**config.mk**
```make
export PLATFORM = sky130hd
export DESIGN_NAME = adc_host
export DESIGN_NICKNAME = d
export VERILOG_FILES = /design/src/rtl/adc_host.v
export VERILOG_INCLUDE_DIRS = /design/src /design/src/rtl
export SDC_FILE = /design/constraint.sdc
export NUM_CORES = 1
export LEC_CHECK = 0
export BUFFER_PORTS_ARGS = -buffer_cell sky130_fd_sc_hd__buf_2
export CORE_MARGIN = 2
export CORE_UTILIZATION = 52
export DETAILED_ROUTE_END_ITERATION = 6
export HOLD_SLACK_MARGIN = 0.08
export PLACE_DENSITY = 0.75
export SYNTH_ARGS = -nofsm -noshare
export SYNTH_HDL_FRONTEND = slang
export SYNTH_SLANG_ARGS = --single-unit
```
**constraint.sdc**
```tcl
create_clock -name clock -period 7.7 [get_ports clock]
set_input_delay 1.54 -clock clock [delete_from_list [all_inputs] [get_ports clock]]
set_output_delay 1.54 -clock clock [all_outputs]
set_load 0.005 [all_outputs]
```
**src/rtl/adc_host_map.vh**
```
`ifndef ADC_HOST_MAP_VH
`define ADC_HOST_MAP_VH
// Functional notes
// - inputs track before conversion; host waits acquisition time before next start
// - read mode: host starts conversion with chip select and read strobe low together
// - host may hold read strobe low as a wait state until data is valid
// - host waits acquisition time after end flag falls before next write strobe; pipelined mode counts it from release, not from the flag
// - internal delay: host waits for end flag then reads; strobe rise clears flag
// - host may read after write rises before delay ends, forcing completion
// - after reference switch-on, host waits power-up plus switch turn-on time
// - after power-up host performs one conversion and discards the result
`define CLK_MHZ        200
`define REG_CTRL       2'h0
`define REG_STATUS     2'h1
`define REG_DATA       2'h2
`define CTRL_START     0
`define CTRL_CHAN_LO   1
`define CTRL_CHAN_HI   3
`define CTRL_MODE      4
`define CTRL_SEQ_LO    5
`define CTRL_SEQ_HI    6
`define CTRL_WAKE      7
`define CTRL_REF_ON    8
`define ST_BUSY        0
`define ST_DONE        1
`define ST_TIMEOUT     2
`define ST_INIT        3
`define ST_PENDING     4
`define SEQ_INTERNAL   2'h0
`define SEQ_EARLY_RD   2'h1
`define SEQ_PIPELINED  2'h2
`define ACQ_NS         450
`define WR_PULSE_NS    600
`define WR_TO_RD_NS    800
`define RBD_TOTAL_NS   1800
`define WAKE_NS        900
`define PWR_UP_NS      900
`define SWITCH_ON_NS   100
`define TIMEOUT_CYC    2000
`endif

```
**src/rtl/adc_host.v**
```verilog
`include "adc_host_map.vh"
module adc_host #(
	parameter N_CHAN       = 8,
	parameter ACQ_NS       = `ACQ_NS,
	parameter WR_PULSE_NS  = `WR_PULSE_NS,
	parameter WR_TO_RD_NS  = `WR_TO_RD_NS,
	parameter WAKE_NS      = `WAKE_NS,
	parameter PWR_UP_NS    = `PWR_UP_NS,
	parameter SWITCH_ON_NS = `SWITCH_ON_NS,
	parameter TIMEOUT_CYC  = `TIMEOUT_CYC
) (
	input  wire        clock,
	input  wire        rst_n,
	input  wire [3:0]  address,
	input  wire        read,
	input  wire        write,
	input  wire [31:0] writedata,
	output reg  [31:0] readdata,
	output wire        waitrequest,
	output reg         cs_n,
	output reg         rd_n,
	output reg         wr_out,
	output reg         wr_oe,
	input  wire        wr_rdy_in,
	input  wire        int_n,
	input  wire [7:0]  data_in,
	output reg         mode,
	output reg         chan_sel_bit0,
	output reg         chan_sel_bit1,
	output reg         chan_sel_bit2,
	output reg         sleep_n,
	output reg         ref_on
);
	// full-width cycle counts, cut to the timer width on purpose below
	localparam        ACQ_FULL   = (ACQ_NS * `CLK_MHZ + 999) / 1000;
	localparam        WR_FULL    = (WR_PULSE_NS * `CLK_MHZ + 999) / 1000;
	localparam        WTR_FULL   = (WR_TO_RD_NS * `CLK_MHZ + 999) / 1000;
	localparam        ACC_FULL   = ((`RBD_TOTAL_NS - WR_PULSE_NS - WR_TO_RD_NS) * `CLK_MHZ
		+ 999) / 1000;
	localparam        WAKE_FULL  = (WAKE_NS * `CLK_MHZ + 999) / 1000;
	localparam        REFUP_FULL = ((PWR_UP_NS + SWITCH_ON_NS) * `CLK_MHZ + 999) / 1000;
	localparam        TMO_FULL   = TIMEOUT_CYC;
	localparam [11:0] ACQ_CYC    = ACQ_FULL[11:0];
	localparam [11:0] WR_CYC     = WR_FULL[11:0];
	localparam [11:0] WTR_CYC    = WTR_FULL[11:0];
	localparam [11:0] ACC_CYC    = ACC_FULL[11:0];
	localparam [11:0] WAKE_CYC   = WAKE_FULL[11:0];
	localparam [11:0] REFUP_CYC  = REFUP_FULL[11:0];
	localparam [11:0] TMO_CYC    = TMO_FULL[11:0];

	localparam [7:0] S_IDLE = 8'h01;
	localparam [7:0] S_RDMD = 8'h02;
	localparam [7:0] S_WRLO = 8'h04;
	localparam [7:0] S_WINT = 8'h08;
	localparam [7:0] S_WTRD = 8'h10;
	localparam [7:0] S_RDLO = 8'h20;
	localparam [7:0] S_REL  = 8'h40;

	reg  [9:0]  sync1;
	reg  [9:0]  sync2;
	reg  [7:0]  state;
	reg  [11:0] timer;
	reg  [11:0] settle;
	reg  [11:0] settle_req;
	reg  [2:0]  chan_cfg;
	reg         mode_cfg;
	reg  [1:0]  seq_cfg;
	reg  [1:0]  seq_run;
	reg         pending;
	reg         done;
	reg         timeout;
	reg         init_pending;
	reg  [7:0]  result;
	reg  [2:0]  result_chan;
	reg         ack;
	reg         int_prev;
	wire [7:0]  data_s  = sync2[9:2];
	wire        int_s_n = sync2[1];
	// only a fall seen during this conversion counts; a flag left low by a
	// pipelined pulse would otherwise end the next conversion at once
	wire        int_fell = int_prev & ~int_s_n;
	wire        acc     = (read | write) & ack;
	wire        wr_ctrl = write & acc & (address[3:2] == `REG_CTRL);
	// flags clear at the edge that copies them into readdata, so none is lost
	wire        rd_stat = read & ~ack & (address[3:2] == `REG_STATUS);
	wire [2:0]  chan_mask = (N_CHAN == 4) ? 3'h3 : 3'h7;
	wire        idle    = state == S_IDLE;
	wire        pins_ok = (mode == mode_cfg) &
		({chan_sel_bit2, chan_sel_bit1, chan_sel_bit0} == (chan_cfg & chan_mask));
	wire        go      = idle & pending & sleep_n & (settle == 12'h000) & pins_ok;
	wire        finish  = state == S_REL;

	// both pins come from the device's own timing, so both pass two flops
	always @(posedge clock or negedge rst_n) begin
		if (!rst_n) begin
			// flag pins reset to their idle high level so no false fall follows reset
			sync1    <= 10'h003;
			sync2    <= 10'h003;
			int_prev <= 1'b1;
		end else begin
			sync1    <= {data_in, int_n, wr_rdy_in};
			sync2    <= sync1;
			int_prev <= int_s_n;
		end
	end

	// one-cycle wait state on every access; answer lands on the second edge
	assign waitrequest = (read | write) & ~ack;

	always @(posedge clock or negedge rst_n) begin
		if (!rst_n) begin
			ack      <= 1'b0;
			readdata <= 32'h00000000;
		end else begin
			ack <= (read | write) & ~ack;
			if (read & ~ack) begin
				case (address[3:2])
				`REG_CTRL:   readdata <= {23'h000000, ref_on, sleep_n, seq_cfg, mode_cfg,
					chan_cfg, 1'b0};
				`REG_STATUS: readdata <= {27'h0000000, pending, init_pending, timeout, done,
					~idle};
				`REG_DATA:   readdata <= {21'h000000, result_chan, result};
				default:     readdata <= 32'h00000000;
				endcase
			end
		end
	end

	// settling takes the longest outstanding wait so a short one never cuts a long one
	always @* begin
		settle_req = 12'h000;
		if (finish)
			settle_req = ACQ_CYC;
		if (idle && ({chan_sel_bit2, chan_sel_bit1, chan_sel_bit0} != (chan_cfg & chan_mask)))
			settle_req = ACQ_CYC;
		if (wr_ctrl && writedata[`CTRL_REF_ON] && !ref_on)
			settle_req = REFUP_CYC;
		if (wr_ctrl && writedata[`CTRL_WAKE] && !sleep_n)
			settle_req = (WAKE_CYC > settle_req) ? WAKE_CYC : settle_req;
	end

	always @(posedge clock or negedge rst_n) begin
		if (!rst_n) begin
			chan_cfg      <= 3'h0;
			mode_cfg      <= 1'b0;
			seq_cfg       <= `SEQ_INTERNAL;
			sleep_n       <= 1'b0;
			ref_on        <= 1'b0;
			pending       <= 1'b0;
			done          <= 1'b0;
			timeout       <= 1'b0;
			init_pending  <= 1'b1;
			settle        <= 12'h000;
			mode          <= 1'b0;
			chan_sel_bit0 <= 1'b0;
			chan_sel_bit1 <= 1'b0;
			chan_sel_bit2 <= 1'b0;
		end else begin
			if (settle_req > settle)
				settle <= settle_req;
			else if (settle != 12'h000)
				settle <= settle - 12'h001;
			if (wr_ctrl) begin
				chan_cfg <= writedata[`CTRL_CHAN_HI:`CTRL_CHAN_LO];
				mode_cfg <= writedata[`CTRL_MODE];
				seq_cfg  <= writedata[`CTRL_SEQ_HI:`CTRL_SEQ_LO];
				sleep_n  <= writedata[`CTRL_WAKE];
				ref_on   <= writedata[`CTRL_REF_ON];
			end
			if (wr_ctrl && !writedata[`CTRL_WAKE])
				init_pending <= 1'b1;
			else if (finish && init_pending)
				init_pending <= 1'b0;
			// a start written while a conversion runs is dropped
			if (wr_ctrl && writedata[`CTRL_START] && idle && !pending)
				pending <= 1'b1;
			else if (finish && !init_pending)
				pending <= 1'b0;
			// hardware set wins over the clear-on-read of status
			done    <= (finish & ~init_pending) | (done & ~rd_stat);
			timeout <= ((state == S_WINT || state == S_RDMD) && timer == 12'h000 && !int_fell)
				| (timeout & ~rd_stat);
			// pins only move between conversions, and a start waits until they match
			if (idle) begin
				mode          <= mode_cfg;
				chan_sel_bit0 <= chan_cfg[0] & chan_mask[0];
				chan_sel_bit1 <= chan_cfg[1] & chan_mask[1];
				chan_sel_bit2 <= chan_cfg[2] & chan_mask[2];
			end
		end
	end

	always @(posedge clock or negedge rst_n) begin
		if (!rst_n) begin
			state       <= S_IDLE;
			timer       <= 12'h000;
			seq_run     <= `SEQ_INTERNAL;
			cs_n        <= 1'b1;
			rd_n        <= 1'b1;
			wr_out      <= 1'b1;
			wr_oe       <= 1'b0;
			result      <= 8'h00;
			result_chan <= 3'h0;
		end else begin
			// in read mode the shared pin is the device's ready output, left undriven
			wr_oe <= idle ? mode_cfg : mode;
			if (timer != 12'h000)
				timer <= timer - 12'h001;
			case (state)
			S_IDLE: begin
				if (go) begin
					seq_run <= seq_cfg;
					cs_n    <= 1'b0;
					if (!mode) begin
						rd_n  <= 1'b0;
						timer <= TMO_CYC;
						state <= S_RDMD;
					end else begin
						wr_out <= 1'b0;
						rd_n   <= (seq_cfg == `SEQ_PIPELINED) ? 1'b0 : 1'b1;
						timer  <= WR_CYC;
						state  <= S_WRLO;
					end
				end
			end
			S_RDMD: begin
				// read strobe held low as a wait state until the end flag falls
				if (int_fell || timer == 12'h000) begin
					timer <= ACC_CYC;
					state <= S_RDLO;
				end
			end
			S_WRLO: begin
				if (timer == 12'h000) begin
					wr_out <= 1'b1;
					if (seq_run == `SEQ_PIPELINED) begin
						result <= data_s;
						state  <= S_REL;
					end else if (seq_run == `SEQ_EARLY_RD) begin
						timer <= WTR_CYC;
						state <= S_WTRD;
					end else begin
						timer <= TMO_CYC;
						state <= S_WINT;
					end
				end
			end
			S_WINT: begin
				if (int_fell || timer == 12'h000) begin
					rd_n  <= 1'b0;
					timer <= ACC_CYC;
					state <= S_RDLO;
				end
			end
			S_WTRD: begin
				// reading before the internal delay forces the lower half to finish
				if (timer == 12'h000) begin
					rd_n  <= 1'b0;
					timer <= ACC_CYC;
					state <= S_RDLO;
				end
			end
			S_RDLO: begin
				if (timer == 12'h000) begin
					// data bus is only driven while both strobes are low
					result <= data_s;
					state  <= S_REL;
				end
			end
			S_REL: begin
				rd_n        <= 1'b1;
				cs_n        <= 1'b1;
				wr_out      <= 1'b1;
				result_chan <= {chan_sel_bit2, chan_sel_bit1, chan_sel_bit0};
				state       <= S_IDLE;
			end
			default: begin
				state <= S_IDLE;
				cs_n  <= 1'b1;
				rd_n  <= 1'b1;
			end
			endcase
		end
	end
endmodule

```
* Word level (Yosys, flattened, before mapping) *
Cells that the tools add are included.

word-level totals
  bits of input ports = 50
  memories kept = 0
  bits in writable memories = 0
  memory bits (read-only) = 0
  register bits = 118
  latch bits = 0

cells by class
  reductions and logical operators = 40
  $add $sub $neg = 2
  divide/modulo/power cells = 0
  $mul = 0
  shifts and indexed selects = 0
  order comparisons = 2
  mux-type cells = 46
  equal/unequal tests = 23
  bitwise operators = 25

operator list
  kind                   count
  $mux 12                12
  $mux 8                 8
  $pmux 12 s4            1
  $pmux 8 s5             1
  $pmux 11 s3            1
  $logic_not 12->1       2
  $reduce_bool 12->1     2
  $sub 12x1->12 const B  2
  $mux 11                2
  $pmux 8 s2             1
  $and 1x1->1            15
  $mux 7                 2
  $logic_and 1x1->1      13
  $mux 1                 13
  $gt 12x12->1           1
  $gt 8x12->1 const A    1
  $reduce_and 4->1       3
  $ne 2x2->1 const B     5
  $eq 8x1->1 const B     1
  $eq 8x2->1 const B     1
  $eq 8x3->1 const B     1
  $eq 8x4->1 const B     1
  $eq 8x5->1 const B     1
  $eq 8x6->1 const B     1
  other kinds (24)       47

* Longest topological paths before layout *
Gate-level depths: netlist (run 1).

  depth after elaboration = 12
  depth in mapped cells = 14
  depth with buffers taken out = 12

* Least setup slack after synthesis (run 1) *
Ideal clock, no wire load.

  path kind = input to register
  start = input port address[2]
  end = register settle[6]
  arrival = 3,707 ps
  slack = 3,914 ps
  stages = 13
  library setup time = 79 ps
  buffers on the path = 2
  path through = clkbuf_1 > nor2_1 > and3_1 > and2_1 > nand2_1 > inv_1 > ha_1 > a21o_1 > a21oi_1 > o22ai_1 > o21ai_1 > clkbuf_1 > mux2i_1

between the ends
  word-level cells in the longest chain between the ends = 10
  elaborated cells on any way between the ends = 13
  classes of those cells = order compare: 2; mux: 4; bitwise: 1; reduce/logical: 6

ends and longest elaborated chain
  item                                          line            text
  start: declaration                            adc_host.v:14   input wire [3:0] address,
  $logic_not 2->1 *                             n/a
  $and 1x1->1 *                                 adc_host.v:83   wire wr_ctrl = write & acc & (address[3:2] == `REG_CTRL);
  $logic_and 1x1->1 (2 in series)               adc_host.v:136  if (wr_ctrl && writedata[`CTRL_REF_ON] && !ref_on)
  $mux 12                                       adc_host.v:136
  $gt 8x12->1                                   adc_host.v:139  settle_req = (WAKE_CYC > settle_req) ? WAKE_CYC : settle_req;
  $mux 12                                       adc_host.v:139
  $mux 12 *                                     adc_host.v:138  if (wr_ctrl && writedata[`CTRL_WAKE] && !sleep_n)
  $gt 12x12->1                                  adc_host.v:159  if (settle_req > settle)
  $mux 12 or $reduce_bool 2->1 (tied branches)  n/a
  end signal: assignment                        adc_host.v:160  settle <= settle_req;
  end signal: assignment                        adc_host.v:162  settle <= settle - 12'h001;
  end: declaration                              adc_host.v:63   reg [11:0] settle;

Mark *: on every way between the ends. The rest lies on a longest branch, timed or not.
A chain may end at the register's enable or synchronous reset.

* Worst setup path in the final report (run 1) *
  start = input port address[3]
  end = register settle[1]

The elaborated chain is that of the path after synthesis.

==> metrics.cfg, run 1 <==
[sta]
hold_slack_ps=357
finalCriticalPeriod_ps=4340
report.final.slew_viol_count=0
report.final.setup_viol=0
setup_tns_ps=0
layout_setup_ws_ps=3360
rsz0062_at_grt=false
worst_slew_pin_slew_ps=1020
post-route-period-util_pct=56.3
hold_violations=0
slew_headroom_pct=31.4
fmax_mhz=231
finClkSkew_ps=11.2

[clock_tree]
cts_resized=0
clk_latency_ps=370
ctsHtreeMaxLevel=3
clock-sinks=94
clkSlewWorstSetupHoldPaths_ps=100
cts.path.max_buffers=2
cts_made_buffers=9
cts_tree=built
clock-root-buffer=clkbuf_8
cts_hold_buf=0
post-cts-setup-buffers=0

[setup_path]
end_kind=register
cp.required_ps=7970
rrSetupSlack_ps=4300
endpoint=settle[1]
worstSetupPathType=in -> reg
r2r-start=state[4]
cp-start-kind=primary input
critPathLaunch=address[3]
timing.rr.end=settle[1]
r2r_cells=10
crit_fanout=13
arrival_ps=4600

[synth]
seq_area_frac_synth_pct=47.5
syn_area_um2=4970
synth_area_leaders=dfrtp_1 (43%), nand2_1 (7.1%), dfstp_2 (4.2%)
synth_top_area_share_pct=43.3
synth_cell_type_count=63
synth.most_common_cell=nand2_1
synthCells=539
synth_common_cells=nand2_1 (94), dfrtp_1 (86), nor2_1 (36), o21ai_0 (36), a21oi_1 (26)
yosysWarnings=0
synth_edf_count=0
synth_ff_type=dfrtp_1
synth.avg_cell_area_um2=9.22
yosys_register_bits=94
async_reset_ff_share_pct=100
yosysTopAreaCell=dfrtp_1

[floorplan]
start_util_pct=53.8
die_h_um=102
fp-row-count=35
ioPinCount=93
dieArea_um2=10400
fp.dieW_um=102
core_area_um2=9240

[pwr]
p_sw_mw=0.626
seq_power_share_pct=43.5
p_sw_share_pct=39.3
p_leak_nw=2.59
combPwrFrac_pct=36.1
power_frac_clock_pct=20.4
p_int_mw=0.965
power_density_nw_per_um2=295
vdd_drop_max_uv=137

[placement]
dp_slack_ps=2950
gp_congestion=0.892
dpl.hpwl_mm=7.91
port-buffer-count=45
place_area_um2=5200

[global_routing]
grt_max_degree=80
antenna_found_initial=0
grt_overflow=0
grt_busiest_layer=met2
first_global_vias=3718
grt.met2_usage_pct=35.6
grt_usage_pct=22.5
met1_usage_pct=31.1
met3_usage_pct=4.97
grt_pass1_wl_mm=18.1

[finish]
nets=637
diodes=0
postLayoutCellArea_um2=5400
fillers=830
drive_above_1_share_pct=16.0
synthToLayoutAreaGrowth_pct=8.69

[route]
antenna_left=0
first_iter_violations=201
routed_wirelength_mm=10.8
drc_errors=0
dr.pass1.iters=5
via_count=3922
wl_per_cell_um=15.3
vias_per_cell=5.53

[flow_run]
maxCapViolCount=0

[status]
outcome=completed

[worst_hold_path]
worstHoldPathType=reg -> reg

[sequential cells by signal, indices dropped and copies added (netlist names), 2 cells and up]
signal	flops
sync2	9
seq_run	2
result	8
sync1	9
settle	12
readdata	11
chan_cfg	3
timer	12
seq_cfg	2
result_chan	3
state	7
[worst min path at each step]
stage / startpoint / to / cells past startpoint
after global placement: sync1[7] / sync2[7] / 0
after detailed placement: sync1[6] / sync2[6] / 0
final: sync1[2] / sync2[2] / 0
after CTS: sync1[6] / sync2[6] / 0
after global routing: sync1[6] / sync2[6] / 0
after floorplan: sync1[2] / sync2[2] / 0
[per-layer routing]
| layer | share of wire, % | wire length, µm | up-vias |
|---|---|---|---|
| met3 | 5.1 | 549 | 15 |
| met2 | 48 | 5170 | 123 |
| met1 | 45 | 4920 | 1884 |
| met5 | 0 | 0 | - |
| li1 | - | - | 1900 |
| met4 | 1.6 | 178 | 0 |
[placed cells by master, fill, tap and decap left out, types with 5 or more instances in the layout]
cell type  Yosys  layout
dfstp_2        8       8
xnor2_1       10      10
nor2_1        36      36
nand2b_1      11      11
buf_2          5      44
o31ai_1        5       5
o21ai_0       36      36
conb_1         1      21
nor3_1        18      18
inv_1         22      22
nor2b_1        6       6
ha_1          12      12
and2_1         5       5
nor4_1         7       7
a31oi_1        5       5
xor2_1         6       6
or3_1          7       7
mux2i_1       12      12
dfrtp_1       86      86
nand3_1       15      15
a21oi_1       26      26
nand2_1       94      94
clkbuf_8       0       9
mux2_2         5       5
[power groups by stage]
stage | clock (mW) | combinational (mW) | sequential [mW]
2_1_floorplan | 0 | 0.452 | 0.665
3_3_place_gp | 0 | 0.554 | 0.694
3_5_place_dp | 0 | 0.573 | 0.700
4_1_cts | 0.330 | 0.576 | 0.691
5_1_grt | 0.353 | 0.646 | 0.706
6_report | 0.325 | 0.575 | 0.691
[stage by stage]
stage	utilization, %	instances	power [mW]
floorplan	-	559	1.12
global placement	56.3	693	1.25
detailed placement	56.3	693	1.27
CTS	58.5	709	1.60
global route	58.5	709	1.71
finish	58.5	709	1.59
[layout make-up]
class / instances / area [µm²] / area share [%]
Tap cell: 129 / 161 / 2.99
Clock inverter: 7 / 75.1 / 1.39
Clock buffer: 9 / 124 / 2.29
Timing Repair Buffer: 47 / 243 / 4.49
Sequential cell: 94 / 2360 / 43.7
Inverter: 24 / 91.3 / 1.69
Multi-Input combinational cell: 399 / 2340 / 43.4
[cell families after synthesis]
group           count (synthesis)  share of synthesized area, %
xor+xnor                       16                          2.82
compound gates                106                          13.4
mux                            17                          3.55
buf+inv                        66                          6.80
simple gates                  227                          22.8
other cells                     1                        0.0755
flops                          94                          47.5
fa+ha+maj                      12                          3.02
[critical path, cell delays in order]
cell and delay (ps):
buf_2 210, nor2_1 160, and3_1 450, o21ai_0 290, and2_1 240, ha_1 190, a21o_1 180, a21oi_1 140
o22ai_1 90, o21ai_1 700, mux2_2 420
(Power assumes the default switching activity.)
==> run 2, diff against run 1 <==
Clock period 7.7 ns to 4 ns, I/O delays scaled along.
==> run 2 against run 1 <==
Effect of this change: first-iteration DRC count grew 30%; cell area grew 0.53%; total power grew 95%; via count grew 1.2%; wire length grew 0.40%; non-clock buffer count grew 3; critical path type is now reg -> reg; largest cell class unchanged.
==> metrics.cfg, run 2 (synthesis gave the netlist of run 1 again) <==
[floorplan]
die_h_um=102
ioPinCount=93
fp-row-count=35
fp.dieW_um=102
core_area_um2=9240
start_util_pct=53.8
dieArea_um2=10400

[placement]
gp_congestion=0.914
placed_cells=696
dp_slack_ps=575
port-buffer-count=45
dpl.hpwl_mm=8.06

[sta]
worst_slew_pin_slew_ps=988
fmax_mhz=311
finalCriticalPeriod_ps=3220
post-route-period-util_pct=80.4
report.final.setup_viol=0
setup_tns_ps=0
slew_headroom_pct=33.5
rsz0062_at_grt=false
report.final.slew_viol_count=0
layout_setup_ws_ps=782
finClkSkew_ps=18.5
hold_slack_ps=359
hold_violations=0

[route]
via_count=3968
routed_wirelength_mm=10.9
antenna_left=0
wl_per_cell_um=15.3
vias_per_cell=5.57
drc_errors=0
dr.pass1.iters=5
first_iter_violations=262

[setup_path]
timing.rr.end=settle[7]
crit_top_cell=a21oi_1
crit_fanout=14
slowest_stage=dfrtp_1
worstSetupPathType=reg -> reg
timing.critical_path.max_delay_family=compound AO/OA/AOI/OAI gates
r2r_cells=12
rrSetupSlack_ps=780
r2r-start=state[4]
cp-start-kind=register
critPathMaxStageDelay_ps=550
path_buf_inv=2
cp.depth=12
arrival_ps=3500
cp.required_ps=4280
end_kind=register
crit_path_cell_trace=nor3_2, nand2_1, a21oi_1, a21oi_1, inv_1, ha_1, a21oi_1, o22ai_1, o21ai_1, buf_4, nand3_1, o21ai_0

[global_routing]
grt_pass1_wl_mm=18.1
grt_overflow=0
grt_usage_pct=22.4
grt_max_degree=74
first_global_vias=3796
antenna_found_initial=0

[clock_tree]
clk_latency_ps=370
clock-sinks=94
post-cts-setup-buffers=0
clkSlewWorstSetupHoldPaths_ps=110
ctsHtreeMaxLevel=3
cts.path.max_buffers=2
cts_resized=0
clock-root-buffer=clkbuf_8
cts_hold_buf=0
cts_made_buffers=9
cts_tree=built

[finish]
final_cell_mix=nand2_1 (94), dfrtp_1 (86), buf_2 (44)
fin_cells=712
utilization_pct=58.8
diodes=0
top_regs=settle x12, timer x12, readdata x11
drive_above_1_share_pct=16.5
synthToLayoutAreaGrowth_pct=9.26
final_common_cell=nand2_1
seq_area_um2=2360
multi_input_area_um2=2340
nets=640
fillers=809

[pwr]
vdd_drop_max_uv=261
power_density_nw_per_um2=572
p_leak_nw=2.61

[worst_hold_path]
min_path_cells=0
min_from=sync1[2]
whs_endpoint=sync2[2]
worstHoldPathType=reg -> reg

[status]
outcome=completed

[flow_run]
maxCapViolCount=0

-- run 2: stage by stage --
stage	total power [mW]	area, µm²
after global routing	3.34	5430
final	3.11	5430
after floorplan	2.15	5040
after CTS	3.12	5430
after global placement	2.42	5230
after detailed placement	2.48	5230
-- run 2: routing by layer --
layer,part of all wire [%],vias up,GRT usage (%)
li1,-,1910,-
met1,44,1908,29.7
met2,48,126,36.6
met3,5.3,24,4.49
met4,2.2,0,8.00
met5,0,-,0
-- run 2: layout make-up --
class	instances	area share, %
Clock inverter	7	1.50
Inverter	24	1.68
Tap cell	129	2.97
Multi-Input combinational cell	399	43.2
Sequential cell	94	43.5
Clock buffer	9	2.28
Timing Repair Buffer	50	4.88
-- run 2: worst max-delay path by stage --
stage | start | end | slack [ps]
after floorplan | address[2] | settle[6] | 950
after global placement | address[3] | settle[2] | 640
after detailed placement | address[3] | settle[4] | 570
after CTS | state[4] | settle[7] | 850
after global routing | state[4] | settle[7] | 540
final | state[4] | settle[7] | 780
-- run 2: power by group --
group          total (mW)  internal [mW]  switching, mW
Sequential           1.33           1.13          0.196
Clock               0.640          0.252          0.388
Combinational        1.14          0.499          0.638
Total                3.11           1.89           1.22
==> run 3, diff against run 2 <==
Clock period 4 ns to 3.1 ns, I/O delays scaled along.
==> run 3 against run 2 <==
Effect of this change: non-clock buffer count grew 8; sequential share of layout area shrank 0.65 points; register-to-register slack lost 480 ps; core utilization grew 0.89 points; worst setup slack lost 480 ps; critical path depth shrank 1; global-route usage grew 1.0 points; cell area grew 1.5%; largest cell class unchanged.
==> metrics.cfg, run 3 (synthesis gave the netlist of run 1 again) <==
[status]
outcome=completed

[finish]
postLayoutCellArea_um2=5510
diodes=0
top_regs=settle x12, timer x12, readdata x11
nets=648
final_cell_mix=nand2_1 (94), dfrtp_1 (86), buf_2 (44)
drive_above_1_share_pct=17.6
final_common_cell=nand2_1
synthToLayoutAreaGrowth_pct=10.9

[global_routing]
grt_pass1_wl_mm=18.9
antenna_found_initial=0
grt.met2_usage_pct=38.4
met1_usage_pct=30.5
grt_max_degree=49
grt_usage_pct=23.4
first_global_vias=3884
grt_busiest_layer=met2
grt_overflow=0
met3_usage_pct=4.28

[sta]
fmax_mhz=357
worst_slew_pin_slew_ps=995
finalCriticalPeriod_ps=2800
hold_violations=0
slew_headroom_pct=33.0
setup_tns_ps=0
report.final.setup_viol=0
post-route-period-util_pct=90.3
rsz0062_at_grt=false
report.final.slew_viol_count=0
finClkSkew_ps=16.1

[clock_tree]
ctsHtreeMaxLevel=3
cts_tree=built
clock-root-buffer=clkbuf_8
clk_latency_ps=380
cts_made_buffers=9
cts_resized=0
clock-sinks=94
clkSlewWorstSetupHoldPaths_ps=110
post-cts-setup-buffers=0
cts.path.max_buffers=2
cts_hold_buf=0

[placement]
port-buffer-count=45
gp_congestion=0.934
place_area_um2=5300
dpl.hpwl_mm=8.22

[route]
via_count=3975
antenna_left=0
wl_per_cell_um=15.6
dr.pass1.iters=5
drc_errors=0
routed_wirelength_mm=11.2
vias_per_cell=5.52
first_iter_violations=210

[floorplan]
start_util_pct=53.8
core_area_um2=9240
die_h_um=102
fp-row-count=35
dieArea_um2=10400
fp.dieW_um=102
ioPinCount=93

[pwr]
power_mw=4.06
p_leak_nw=2.66
power_density_nw_per_um2=736
vdd_drop_max_uv=547

[setup_path]
cp-start-kind=register
end_kind=register
arrival_ps=3100
crit_fanout=11
cp.required_ps=3400
worstSetupPathType=reg -> reg

[flow_run]
maxCapViolCount=0

[worst_hold_path]
worstHoldPathType=in -> async

-- run 3: routing by layer --
layer	wire length, µm	up-vias
met5	0	-
met4	263	0
met3	740	20
met2	5380	150
met1	4840	1892
li1	-	1913
-- run 3: power breakdown --
group / total (mW) / switching (mW) / internal, mW
clock network: 0.836 / 0.510 / 0.325
logic: 1.50 / 0.840 / 0.664
registers: 1.72 / 0.254 / 1.46
total: 4.06 / 1.60 / 2.45
-- run 3: layout make-up --
| type | instances | area, µm² |
|---|---|---|
| tap | 129 | 161 |
| timing repair buffer | 58 | 338 |
| clock buffer | 9 | 124 |
| fill | 799 | 3730 |
| sequential | 94 | 2360 |
| clock inverter | 7 | 91.3 |
| multi-input combinational | 399 | 2340 |
| inverter | 24 | 91.3 |
-- run 3: path summary, 6_finish.rpt --
kind                          startpoint  depth (start not counted)           end  slack (ps)
min in group clock                 int_n                          1      sync1[1]         330
hold reg to reg                 sync1[2]                          0      sync2[2]         360
max in group asynchronous          rst_n                          2  init_pending        2110
setup / recovery           chan_sel_bit1                         11     settle[6]         300
setup reg to reg           chan_sel_bit1                         11     settle[6]         300
hold / removal                     rst_n                          1      state[4]         230
-- run 3: metrics by stage --
stage	std cells	worst slack, ps	utilization [%]	hold slack, ps
floorplan	559	234	-	324
global placement	704	238	57.3	332
detailed placement	704	179	57.3	335
CTS	720	320	59.7	252
global route	720	132	59.7	275
finish	720	302	59.7	234
-- run 3: worst max-delay path, cell delays in order (launching register included) --
cell	delay [ps]
dfrtp_1	440
xor2_1	190
o311ai_0	330
a21oi_1	210
a21oi_1	210
inv_1	100
ha_1	300
a21oi_1	140
o22ai_1	90
o21ai_1	280
buf_4	250
mux2i_1	190
